File: src/common/pic_pkg.sv
package pic_pkg;
  // i/o port map
  localparam logic [15:0] PRI_CMD_ADDR = 16'h0020;
  localparam logic [15:0] PRI_DATA_ADDR = 16'h0021;
  localparam logic [15:0] PRI_DATA_ALIAS = 16'h0061;
  localparam logic [15:0] SEC_CMD_ADDR = 16'h00a0;
  localparam logic [15:0] SEC_DATA_ADDR = 16'h00a1;
  localparam logic [15:0] NMI_CTRL_ADDR = 16'h0070;
  localparam logic [15:0] NMI_SRC_ADDR = 16'h0461;
  // command port, poll data and non-maskable control field positions
  localparam int CMD_INIT_BIT = 4;
  localparam int CMD_OP3_BIT = 3;
  localparam int OP3_SPECIAL_MASK_SELECT_BIT = 6;
  localparam int OP3_SMM_BIT = 5;
  localparam int OP3_POLL_BIT = 2;
  localparam int OP3_RR_BIT = 1;
  localparam int OP3_RIS_BIT = 0;
  localparam int POLL_REQ_BIT = 7;
  localparam int NMI_GATE_BIT = 7;
  // end-of-service command codes in bits 7:5
  localparam logic [2:0] EOS_NONSPEC = 3'h1;
  localparam logic [2:0] EOS_SPEC = 3'h3;
  // init words after the first one
  localparam logic [1:0] INIT_FOLLOW = 2'h3;
  // cascade input of the primary controller
  localparam logic [2:0] CASCADE_LINE = 3'h2;
  localparam logic [2:0] SPURIOUS_LEVEL = 3'h7;
  // reset values and non-maskable source count
  localparam logic [7:0] MASK_RESET = 8'h00;
  localparam logic [3:0] NMI_EN_RESET = 4'h0;
  localparam int NMI_SOURCES = 4;
endpackage

File: src/design/irq_mask_status_read.sv
`timescale 1ns/100ps
module irq_mask_status_read
(
  // clock and reset
  input wire logic sys_clk,
  input wire logic sys_rst,
  // host i/o port
  input wire logic [15:0] ioAddr,
  input wire logic ioRead,
  input wire logic ioWrite,
  input wire logic [7:0] ioWrData,
  output logic [7:0] ioRdData,
  // acknowledge handshake
  input wire logic intAck,
  output logic [3:0] ackLevel,
  output logic cpuIntr,
  // request lines, index 2 is the cascade and unused
  input wire logic [15:0] irqLine,
  // non-maskable sources
  input wire logic [pic_pkg::NMI_SOURCES-1:0] nmiEvent,
  output logic nmiReq
);
  import pic_pkg::*;

  typedef struct packed
  {
    logic [7:0] pending;
    logic [7:0] prevLine;
    logic [7:0] inService;
    logic [7:0] mask;
    logic specialMask;
    logic readIsr;
    logic pollArmed;
    logic [1:0] initLeft;
    logic initDone;
  } ctl_s;

  typedef struct packed
  {
    ctl_s [1:0] ctl;
    logic [7:0] rdData;
    logic readPrev;
    logic pollHold;
    logic [3:0] ackLevel;
    logic nmiDisable;
    logic [NMI_SOURCES-1:0] nmiEnable;
  } top_s;

  top_s st;
  top_s next_st;

  logic [1:0][7:0] lines;
  logic [1:0][7:0] eligible;
  logic [1:0][7:0] blocked;
  logic [1:0] winFound;
  logic [1:0][2:0] winIdx;
  logic [1:0] isFound;
  logic [1:0][2:0] isIdx;
  logic secIntr;
  logic [NMI_SOURCES-1:0] nmiFlags;

  ////////////////////////////////////////////////////////////////////////////
  // per-controller eligibility and priority resolution
  genvar c;
  generate
    for (c = 0; c < 2; c++)
    begin : g_ctl
      // levels at or below the highest in-service level are withheld
      always_comb
      begin
        for (int i = 0; i < 8; i++)
          blocked[c][i] = |(st.ctl[c].inService & 8'((9'h2 << i) - 9'h1));
      end

      // mask applied ahead of the picker, nesting skipped in special mask mode
      assign eligible[c] = st.ctl[c].initDone
        ? (st.ctl[c].pending & ~st.ctl[c].mask
           & (st.ctl[c].specialMask ? 8'hff : ~blocked[c]))
        : 8'h00;

      prio_pick u_win
      (
        .vec(eligible[c]),
        .found(winFound[c]),
        .idx(winIdx[c])
      );

      prio_pick u_isr
      (
        .vec(st.ctl[c].inService),
        .found(isFound[c]),
        .idx(isIdx[c])
      );
    end
  endgenerate

  // secondary output feeds primary line 2
  assign secIntr = winFound[1];
  assign lines[1] = irqLine[15:8];
  assign lines[0] = {irqLine[7:3], secIntr, irqLine[1:0]};
  assign cpuIntr = winFound[0];

  ////////////////////////////////////////////////////////////////////////////
  // non-maskable request path, separate from the numbered lines
  nmi_gate #(.N(NMI_SOURCES)) u_nmi
  (
    .sys_clk(sys_clk),
    .sys_rst(sys_rst),
    .sourceEvent(nmiEvent),
    .sourceEnable(st.nmiEnable),
    .globalDisable(st.nmiDisable),
    .flags(nmiFlags),
    .nmiReq(nmiReq)
  );

  ////////////////////////////////////////////////////////////////////////////
  // next-state logic
  always_comb
  begin
    logic [1:0] cmdHit;
    logic [1:0] dataHit;
    logic readStart;
    logic [7:0] rd;
    next_st = st;
    cmdHit = {ioAddr == SEC_CMD_ADDR, ioAddr == PRI_CMD_ADDR};
    dataHit = {ioAddr == SEC_DATA_ADDR, ioAddr == PRI_DATA_ADDR};
    readStart = ioRead && !st.readPrev;
    rd = 8'h00;
    next_st.readPrev = ioRead;

    for (int k = 0; k < 2; k++)
    begin
      // request capture, frozen between poll write and poll read
      if (!st.ctl[k].pollArmed)
      begin
        next_st.ctl[k].prevLine = lines[k];
        next_st.ctl[k].pending = st.ctl[k].pending | (lines[k] & ~st.ctl[k].prevLine);
        if (k == 0)
          next_st.ctl[k].pending[CASCADE_LINE] = secIntr;
      end

      // writes to the command port
      if (ioWrite && cmdHit[k])
      begin
        if (ioWrData[CMD_INIT_BIT])
        begin
          next_st.ctl[k].initLeft = INIT_FOLLOW;
          next_st.ctl[k].initDone = 1'b0;
          next_st.ctl[k].mask = MASK_RESET;
          next_st.ctl[k].inService = 8'h00;
          next_st.ctl[k].specialMask = 1'b0;
          next_st.ctl[k].readIsr = 1'b0;
          next_st.ctl[k].pollArmed = 1'b0;
        end
        else if (ioWrData[CMD_OP3_BIT])
        begin
          if (ioWrData[OP3_SPECIAL_MASK_SELECT_BIT])
            next_st.ctl[k].specialMask = ioWrData[OP3_SMM_BIT];
          if (ioWrData[OP3_POLL_BIT])
            next_st.ctl[k].pollArmed = 1'b1;
          if (ioWrData[OP3_RR_BIT])
            next_st.ctl[k].readIsr = ioWrData[OP3_RIS_BIT];
        end
        else if (ioWrData[7:5] == EOS_NONSPEC && isFound[k])
          next_st.ctl[k].inService[isIdx[k]] = 1'b0;
        else if (ioWrData[7:5] == EOS_SPEC)
          next_st.ctl[k].inService[ioWrData[2:0]] = 1'b0;
      end

      // writes to the data port: remaining init words, then the mask
      if (ioWrite && dataHit[k])
      begin
        if (st.ctl[k].initLeft != 2'h0)
        begin
          next_st.ctl[k].initLeft = st.ctl[k].initLeft - 2'h1;
          if (st.ctl[k].initLeft == 2'h1)
            next_st.ctl[k].initDone = 1'b1;
        end
        else
          next_st.ctl[k].mask = ioWrData;
      end
    end

    // hardware acknowledge; primary winner 2 passes it to the secondary
    if (intAck)
    begin
      if (winFound[0])
      begin
        next_st.ctl[0].pending[winIdx[0]] = 1'b0;
        next_st.ctl[0].inService[winIdx[0]] = 1'b1;
        next_st.ackLevel = {1'b0, winIdx[0]};
        if (winIdx[0] == CASCADE_LINE && winFound[1])
        begin
          next_st.ctl[1].pending[winIdx[1]] = 1'b0;
          next_st.ctl[1].inService[winIdx[1]] = 1'b1;
          next_st.ackLevel = {1'b1, winIdx[1]};
        end
      end
      else
        next_st.ackLevel = {1'b0, SPURIOUS_LEVEL};
    end

    // read data for the current cycle
    for (int k = 0; k < 2; k++)
    begin
      if (cmdHit[k])
        rd = st.ctl[k].readIsr ? st.ctl[k].inService : st.ctl[k].pending;
      if (dataHit[k])
        rd = st.ctl[k].mask;
    end
    if (ioAddr == PRI_DATA_ALIAS)
      rd = st.ctl[0].mask;
    if (ioAddr == NMI_CTRL_ADDR)
      rd = {st.nmiDisable, 7'h00};
    if (ioAddr == NMI_SRC_ADDR)
      rd = {nmiFlags, st.nmiEnable};

    // first cycle of a read on an armed controller acts as acknowledge
    for (int k = 0; k < 2; k++)
    begin
      if (readStart && (cmdHit[k] || dataHit[k]) && st.ctl[k].pollArmed)
      begin
        rd = {winFound[k], 4'h0, winIdx[k]};
        next_st.pollHold = 1'b1;
        next_st.ctl[k].pollArmed = 1'b0;
        if (winFound[k])
        begin
          next_st.ctl[k].pending[winIdx[k]] = 1'b0;
          next_st.ctl[k].inService[winIdx[k]] = 1'b1;
        end
      end
    end

    // poll data stands for the whole read; other reads track live state
    if (!ioRead)
      next_st.pollHold = 1'b0;
    if (ioRead && !(st.pollHold && !readStart))
      next_st.rdData = rd;
    else if (!ioRead)
      next_st.rdData = 8'h00;

    // non-maskable gate and source enables
    if (ioWrite && ioAddr == NMI_CTRL_ADDR)
      next_st.nmiDisable = ioWrData[NMI_GATE_BIT];
    if (ioWrite && ioAddr == NMI_SRC_ADDR)
      next_st.nmiEnable = ioWrData[NMI_SOURCES-1:0];
  end

  ////////////////////////////////////////////////////////////////////////////
  // state register
  always_ff @(posedge sys_clk or posedge sys_rst)
  begin
    if (sys_rst)
    begin
      st <= '0;
      st.ctl[0].mask <= MASK_RESET;
      st.ctl[1].mask <= MASK_RESET;
      st.nmiEnable <= NMI_EN_RESET;
    end
    else
      st <= next_st;
  end

  assign ioRdData = st.rdData;
  assign ackLevel = st.ackLevel;
endmodule

File: src/design/prio_pick.sv
`timescale 1ns/100ps
// finds the lowest set index, which is the highest priority
module prio_pick
(
  // vector in
  input wire logic [7:0] vec,
  // result
  output logic found,
  output logic [2:0] idx
);
  always_comb
  begin
    found = 1'b0;
    idx = 3'h0;
    for (int i = 7; i >= 0; i--)
    begin
      if (vec[i])
      begin
        found = 1'b1;
        idx = 3'(i);
      end
    end
  end
endmodule

File: src/design/nmi_gate.sv
`timescale 1ns/100ps
module nmi_gate
#(
  parameter int N = 4
)
(
  // clock and reset
  input wire logic sys_clk,
  input wire logic sys_rst,
  // sources and enables
  input wire logic [N-1:0] sourceEvent,
  input wire logic [N-1:0] sourceEnable,
  input wire logic globalDisable,
  // status and request
  output logic [N-1:0] flags,
  output logic nmiReq
);
  typedef struct packed
  {
    logic [N-1:0] flags;
    logic req;
  } gate_s;
  gate_s st;
  gate_s next_st;

  // flags stick; only a per-source disable clears them, the global gate does not
  always_comb
  begin
    next_st.flags = (st.flags | sourceEvent) & sourceEnable;
    next_st.req = |st.flags && !globalDisable;
  end

  always_ff @(posedge sys_clk or posedge sys_rst)
  begin
    if (sys_rst)
      st <= '0;
    else
      st <= next_st;
  end

  assign flags = st.flags;
  assign nmiReq = st.req;
endmodule

File: config.mk
export PLATFORM = sky130hd
export DESIGN_NAME = irq_mask_status_read
export DESIGN_NICKNAME = d
export VERILOG_FILES = /design/src/common/pic_pkg.sv /design/src/design/irq_mask_status_read.sv /design/src/design/prio_pick.sv /design/src/design/nmi_gate.sv
export SDC_FILE = /design/constraint.sdc
export NUM_CORES = 1
export LEC_CHECK = 0
export ABC_AREA = 1
export BUFFER_PORTS_ARGS = -buffer_cell sky130_fd_sc_hd__buf_2
export CAP_MARGIN = 20
export CORE_UTILIZATION = 44
export CTS_CLUSTER_SIZE = 28
export DETAILED_ROUTE_END_ITERATION = 10
export SETUP_SLACK_MARGIN = 0.5
export SYNTH_ARGS = -nofsm -noshare
export SYNTH_HDL_FRONTEND = slang
export SYNTH_SLANG_ARGS = --single-unit
File: constraint.sdc
create_clock -name sys_clk -period 3.4 [get_ports sys_clk]
set_input_delay 0.17 -clock sys_clk [delete_from_list [all_inputs] [get_ports sys_clk]]
set_output_delay 0.17 -clock sys_clk [all_outputs]
set_load 0.01 [all_outputs]
==> results.md, run 1 <==
* Vias in the first global route at 5692
* Ys async rst share at 1.00
* Pwr Total at 2.43 mW
* Yosys top cell area share at 0.397
* Post-DRT Antenna Nets at 0
* IO Count at 63
* Final Wtd Congestion at just over 1
* Site row count at 43
* Initial Util at 0.451
* Post-synthesis register bit count at 99
* Dpl cells at between 1000 and 1500
* Post-CTS sizing at 0
* H-tree lvl count at 3
* Fin. Hold Viols at 0
* Post-synthesis sequential area ratio at 0.397
* Power Density at 347 nW/um^2
* Status: complete, but fails checks
* Max clock buf depth at 2
* Drt first pass iters at 8
* Die Footprint at 14600 sq um
* Layer with the highest usage: met2
* GRT Overall Usage at 0.278
* Critical path's most frequent cell: nand2_1
* Post-synth EDFFs at 0
* CP Data Required Time at between 3000 and 4000 ps
* Chip Width at 121 microns
* Failing checks: design-rule violations
* # diodes at 0
* First-pass GRT wire length at 30500 microns
* Clock Latency Late Sink at 360 ps
* Synth area leader: dfrtp_1
* Worst path max stage delay at 480 ps
* Area grow syn2layout at 12.6%
* # port buffers at 61
* Slew headroom at 0.379
* Met2 Usage GRT at 0.442
* Count of cell types in the netlist at 43
* HPWL after DPL at 15100 microns
* Final Slew Violations at 0
* Layout Nets at 987
* Critical path endpoint category: flip-flop
* Max-Cap Viols at 0
* CP arrival at between 2000 and 2500 ps
* Period minus WS final at about 2200 ps
* Clock Sinks at between 90 and 100
* Final wirelength at between 15000 and 20000 microns
* Share of post-route cells with drive strength above 1 at 0.159
* Global Route met3 Usage at 0.0536
* Commonest cells post-synth: 256 x nand2_1, 112 x inv_1, 99 x dfrtp_1
* Final setup TNS at 0 ps
* Reg clk slew, reported paths at 70 ps
* Pin count of the biggest net entering global routing at just under 80
* Number of remaining DRC errors at 2
* Worst Setup Slack post-DPL at 1240 ps
* CTS root buf: clkbuf_16
* Core Util, Final at 0.508
* Cells after synthesis at between 800 and 900
* CTS Buf Count at 9
* Fmax at approximately 0.46 GHz
* Tcrit/Tclk final at 0.643
* Post-synth top flop: dfrtp_1
* YS warnings at 0
* Worst VDD drop at 0.000252 V
* CP Cell Sequence: nand2_1 -> nor3_1 -> nand2_1 -> nand2_1 -> nand3_1 -> nand2_1 -> nand2_1 -> nor2_4 -> nand4_4 -> inv_2 -> a21oi_1
* Die Y at 121 microns
* Hold_buf cts at 1
* GRT Residual Overflow at 0
* Startpoint types: flip-flop
* Clock skew at 7.59 ps
* Avg Inst Size Synth at around 7.1 sq um
* Post-CTS Setup Inserts at 0
* Worst-Margin Slew at ~920 ps
* HP Class: input port to flip-flop
* Synthesized net count at ~930
* # setup viols final at 0
* CP max stage cell: dfrtp_1
* Initial DRC count at 394
* Vias per cell at 5.30
* RSZ-0062 raised after global routing: no
* Final std cells w/o fill at 1122
* Mapped cell area at about 6200 sq um
* Initial antenna violation count at 0
* Drt wl/cell at 17.1 microns
* Dpl cell area at ~6700 sq um
* Setup CP Type: flip-flop to flip-flop
* TritonCTS clock tree: built
* CORE AREA at 13800 sq um
* Routed vias at 5949
* CP max FO at 9
* Met1 usage in global routing at 0.370
* LEAKAGE at 3.70 nW
* Design Area, Final at 7020 sq um
* WP buf/inv at 1
* Most frequent cell after synthesis: nand2_1
* Crit path max-delay family: simple AND/OR/NAND/NOR gates
* Leading post-synthesis cells by cell area: dfrtp_1 40%, nand2_1 15%, inv_1 6.7%, o21ai_0 5.4%, nor2_1 5.3%
* Fin Hold WS at between 15 and 20 ps
* Final WS setup at between 1000 and 1500 ps
-- layer usage --
layer  up-vias  routed length, microns
li1       2944                       -
met1      2759                    8550
met2       202                    8750
met3        44                    1210
met4         0                     732
met5         -                       0
-- cell usage in the layout (no fill, tap or decap), drive strengths merged, types with 4 or more instances in the layout --
cell	instances
clkbuf	11
a21oi	33
o21ai	81
inv	128
o211ai	14
nor3	22
dfrtp	99
o21a	7
nand4	7
buf	65
o21bai	4
nand2	272
nand3	56
o22ai	8
nor2	107
-- kinds of logic (layout without fill, tap and decap cells) --
family / after synthesis / after routing / share of synthesized area
multiplexers: 2 / 2 / 0.00321
buffers and inverters: 150 / 209 / 0.0994
flip-flops: 99 / 99 / 0.397
AND/OR/NAND/NOR: 471 / 471 / 0.346
AO/OA/AOI/OAI: 161 / 161 / 0.154
-- sequential cells by signal, indices dropped and copies added, names as in the netlist --
register / flops
ackLevel: 4
blocked: 2
ioRdData: 8
st: 80
u_nmi.flags: 4
u_nmi.nmiReq: 1
-- layout make-up --
class	instances	area, sq um
Multi-Input combinational cell	634	3140
Fill cell	1425	6810
Sequential cell	99	2480
Timing Repair Buffer	67	375
Clock inverter	4	73.8
Tap cell	180	225
Inverter	127	487
Clock buffer	11	243
-- power breakdown --
group	internal, mW	total [mW]	leakage (nW)	switching, mW
logic	0.0394	0.127	2.34	0.0876
clock network	0.662	1.11	0.156	0.451
registers	1.19	1.19	1.21	0.00546
total	1.89	2.43	3.70	0.544
-- worst paths after layout --
kind	from	slack, ps	to	cells after the start
setup / recovery	st[19]	1220	st[91]	11
hold / removal	nmiEvent[1]	20	u_nmi.flags[1]	2
hold reg to reg	st[4]	470	u_nmi.nmiReq	1
min in group asynchronous	sys_rst	250	st[3]	3
setup reg to reg	st[19]	1220	st[91]	11
max in group asynchronous	sys_rst	2320	st[81]	5
Note: power is estimated with default switching activity, not from simulation.
==> inputs of run 2 (changes only) <==
==> constraint.sdc (replaced) <==
create_clock -name sys_clk -period 2.3 [get_ports sys_clk]
set_input_delay 0.115 -clock sys_clk [delete_from_list [all_inputs] [get_ports sys_clk]]
set_output_delay 0.115 -clock sys_clk [all_outputs]
set_load 0.01 [all_outputs]
==> run 2 against run 1 <==
Against the previous run: the flow now finishes without violations; combinational power increased by 73%; non-clock buffer count increased by 61; register-to-register slack got worse by 960 ps; first-iteration DRC count grew 17%; largest power group unchanged; wire length is 6.7% higher; die area unchanged; sequential power is 48% higher; fmax is 6.8% higher.
==> results.md, run 2 (synthesized netlist as in run 1, its figures left out) <==
* First-pass GRT wire length at 31100 microns
* Chip Width at 121 microns
* Max clock buf depth at 2
* Die Footprint at 14600 sq um
* Die Y at 121 microns
* Worst VDD drop at around 0.00042 V
* Post-DRT Antenna Nets at 0
* Initial antenna violation count at 0
* Number of remaining DRC errors at 0
* TritonCTS clock tree: built
* Biggest register: st
* RSZ-0062 raised after global routing: yes
* Final setup TNS at 0 ps
* CORE AREA at ~14000 sq um
* Startpoint types: flip-flop
* Vias per cell at 5.21
* Fillers at 1331
* H-tree lvl count at 3
* Max-Cap Viols at 0
* # diodes at 0
* Clock skew at 10.7 ps
* Slew headroom at 0.569
* Power Density at 454 nW/um^2
* GRT Overall Usage at 0.290
* Reg clk slew, reported paths at approximately 80 ps
* CP arrival at 2300 ps
* HPWL after DPL at 15300 microns
* Initial Util at 0.451
* Worst-Margin Slew at between 600 and 700 ps
* Site row count at 43
* HP Class: input port to flip-flop
* LEAKAGE at slightly above 4 nW
* Fin. Hold Viols at 0
* CTS root buf: clkbuf_16
* Final wirelength at just over 20000 microns
* IO Count at 63
* Critical path endpoint category: flip-flop
* Routed vias at 6175
* Worst Setup Slack post-DPL at 200 ps
* Initial DRC count at roughly 460
* Drt first pass iters at 7
* Final Slew Violations at 0
* Commonest non-fill, non-tap cell in the layout: nand2_1
* Drt wl/cell at around 17 microns
* Clock Latency Late Sink at 370 ps
* Status: completed
* Fmax at about 0.5 GHz
* Commonest cells after routing, fill and taps aside: 234 x nand2_1, 103 x inv_1, 87 x dfrtp_1
* Pin count of the biggest net entering global routing at between 60 and 70
* GRT Residual Overflow at 0
* Final Wtd Congestion at 0.968
* Area grow syn2layout at 27.1%
* # port buffers at 61
* CP max FO at 8
* # setup viols final at 0
* Final WS setup at 255 ps
* Share of post-route cells with drive strength above 1 at 0.273
* Clock Sinks at 99
* Period minus WS final at 2050 ps
* Tcrit/Tclk final at 0.889
* CP Data Required Time at 2550 ps
* Max reg flops at 80
* Setup CP Type: flip-flop to flip-flop
* Vias in the first global route at 5735
* Layout Nets at 1049
* CTS Buf Count at 9
-- run 2: cell count changes in the layout (fill, tap and decap cells not counted), sizes merged --
cell         before  now
buf              65  107
dlygate4sd3       2   21
clkinv            1    5
clkbuf           11    9
clkinvlp          0    2
bufinv            2    1
inv             128  127
-- run 2: repair_timing --
action / in CTS / in global routing
resized for setup: 67 / 60
cloned: 1 / 0
hold buffers: 21 / 0
pin swaps: 22 / 26
endpoints found under the setup margin: 42 / 49
hold endpoints to repair: 59 / 0
setup buffers: 18 / 17
-- run 2: per-stage QoR --
| stage | util | cell area (sq um) | hold WS (ps) | power [mW] | cells |
|---|---|---|---|---|---|
| final | 0.573 | 7920 | 57.0 | 3.60 | 1185 |
| after global routing | 0.573 | 7920 | 65.5 | 3.71 | 1185 |
| after CTS | 0.550 | 7600 | 37.9 | 3.61 | 1168 |
| after detailed placement | 0.487 | 6740 | 66.6 | 1.99 | 1112 |
| after global placement | 0.487 | 6740 | 62.5 | 1.98 | 1112 |
| after floorplan | - | 6240 | 146 | 1.89 | 883 |
-- run 2: worst paths after layout --
path / startpoint / endpoint / slack [ps] / cells after the start
setup / recovery: st[24] / st[78] / 250 / 13
hold / removal: ioWrData[5] / st[24] / 60 / 3
hold reg to reg: st[86] / st[86] / 480 / 2
setup reg to reg: st[24] / st[78] / 250 / 13
min in group asynchronous: sys_rst / u_nmi.nmiReq / 230 / 3
max in group asynchronous: sys_rst / st[38] / 1460 / 4
-- run 2: layer usage --
metal	global-route usage	wire, microns
met1	0.382	9140
met2	0.476	9900
met3	0.0456	971
met4	0.114	519
met5	0	0
-- run 2: worst max-delay path: stages, from the launching register on --
cell and delay [ps]:
dfrtp_2 480, buf_4 160, nor2_2 110, nor4_2 50, inv_2 100, nand2_1 130
inv_2 110, nand2_2 80, nor2_4 150, nor2_4 70, nand4_4 70, buf_12 160
nor2_4 40, or2_1 200
-- run 2: area by class of cell --
cell class	instances	area (sq um)	area share
Tap cell	180	225	0.0284
Sequential cell	99	2490	0.315
Timing Repair Buffer	128	935	0.118
Inverter	127	512	0.0646
Clock buffer	9	225	0.0284
Multi-Input combinational cell	634	3440	0.434
Clock inverter	7	85.1	0.0107
Timing Repair inverter	1	6.26	0.000790
-- run 2: report_power, final --
group / leakage (nW) / switching (mW) / internal (mW)
logic: 2.73 / 0.137 / 0.0835
registers: 1.19 / 0.00832 / 1.75
clock network: 0.152 / 0.750 / 0.863
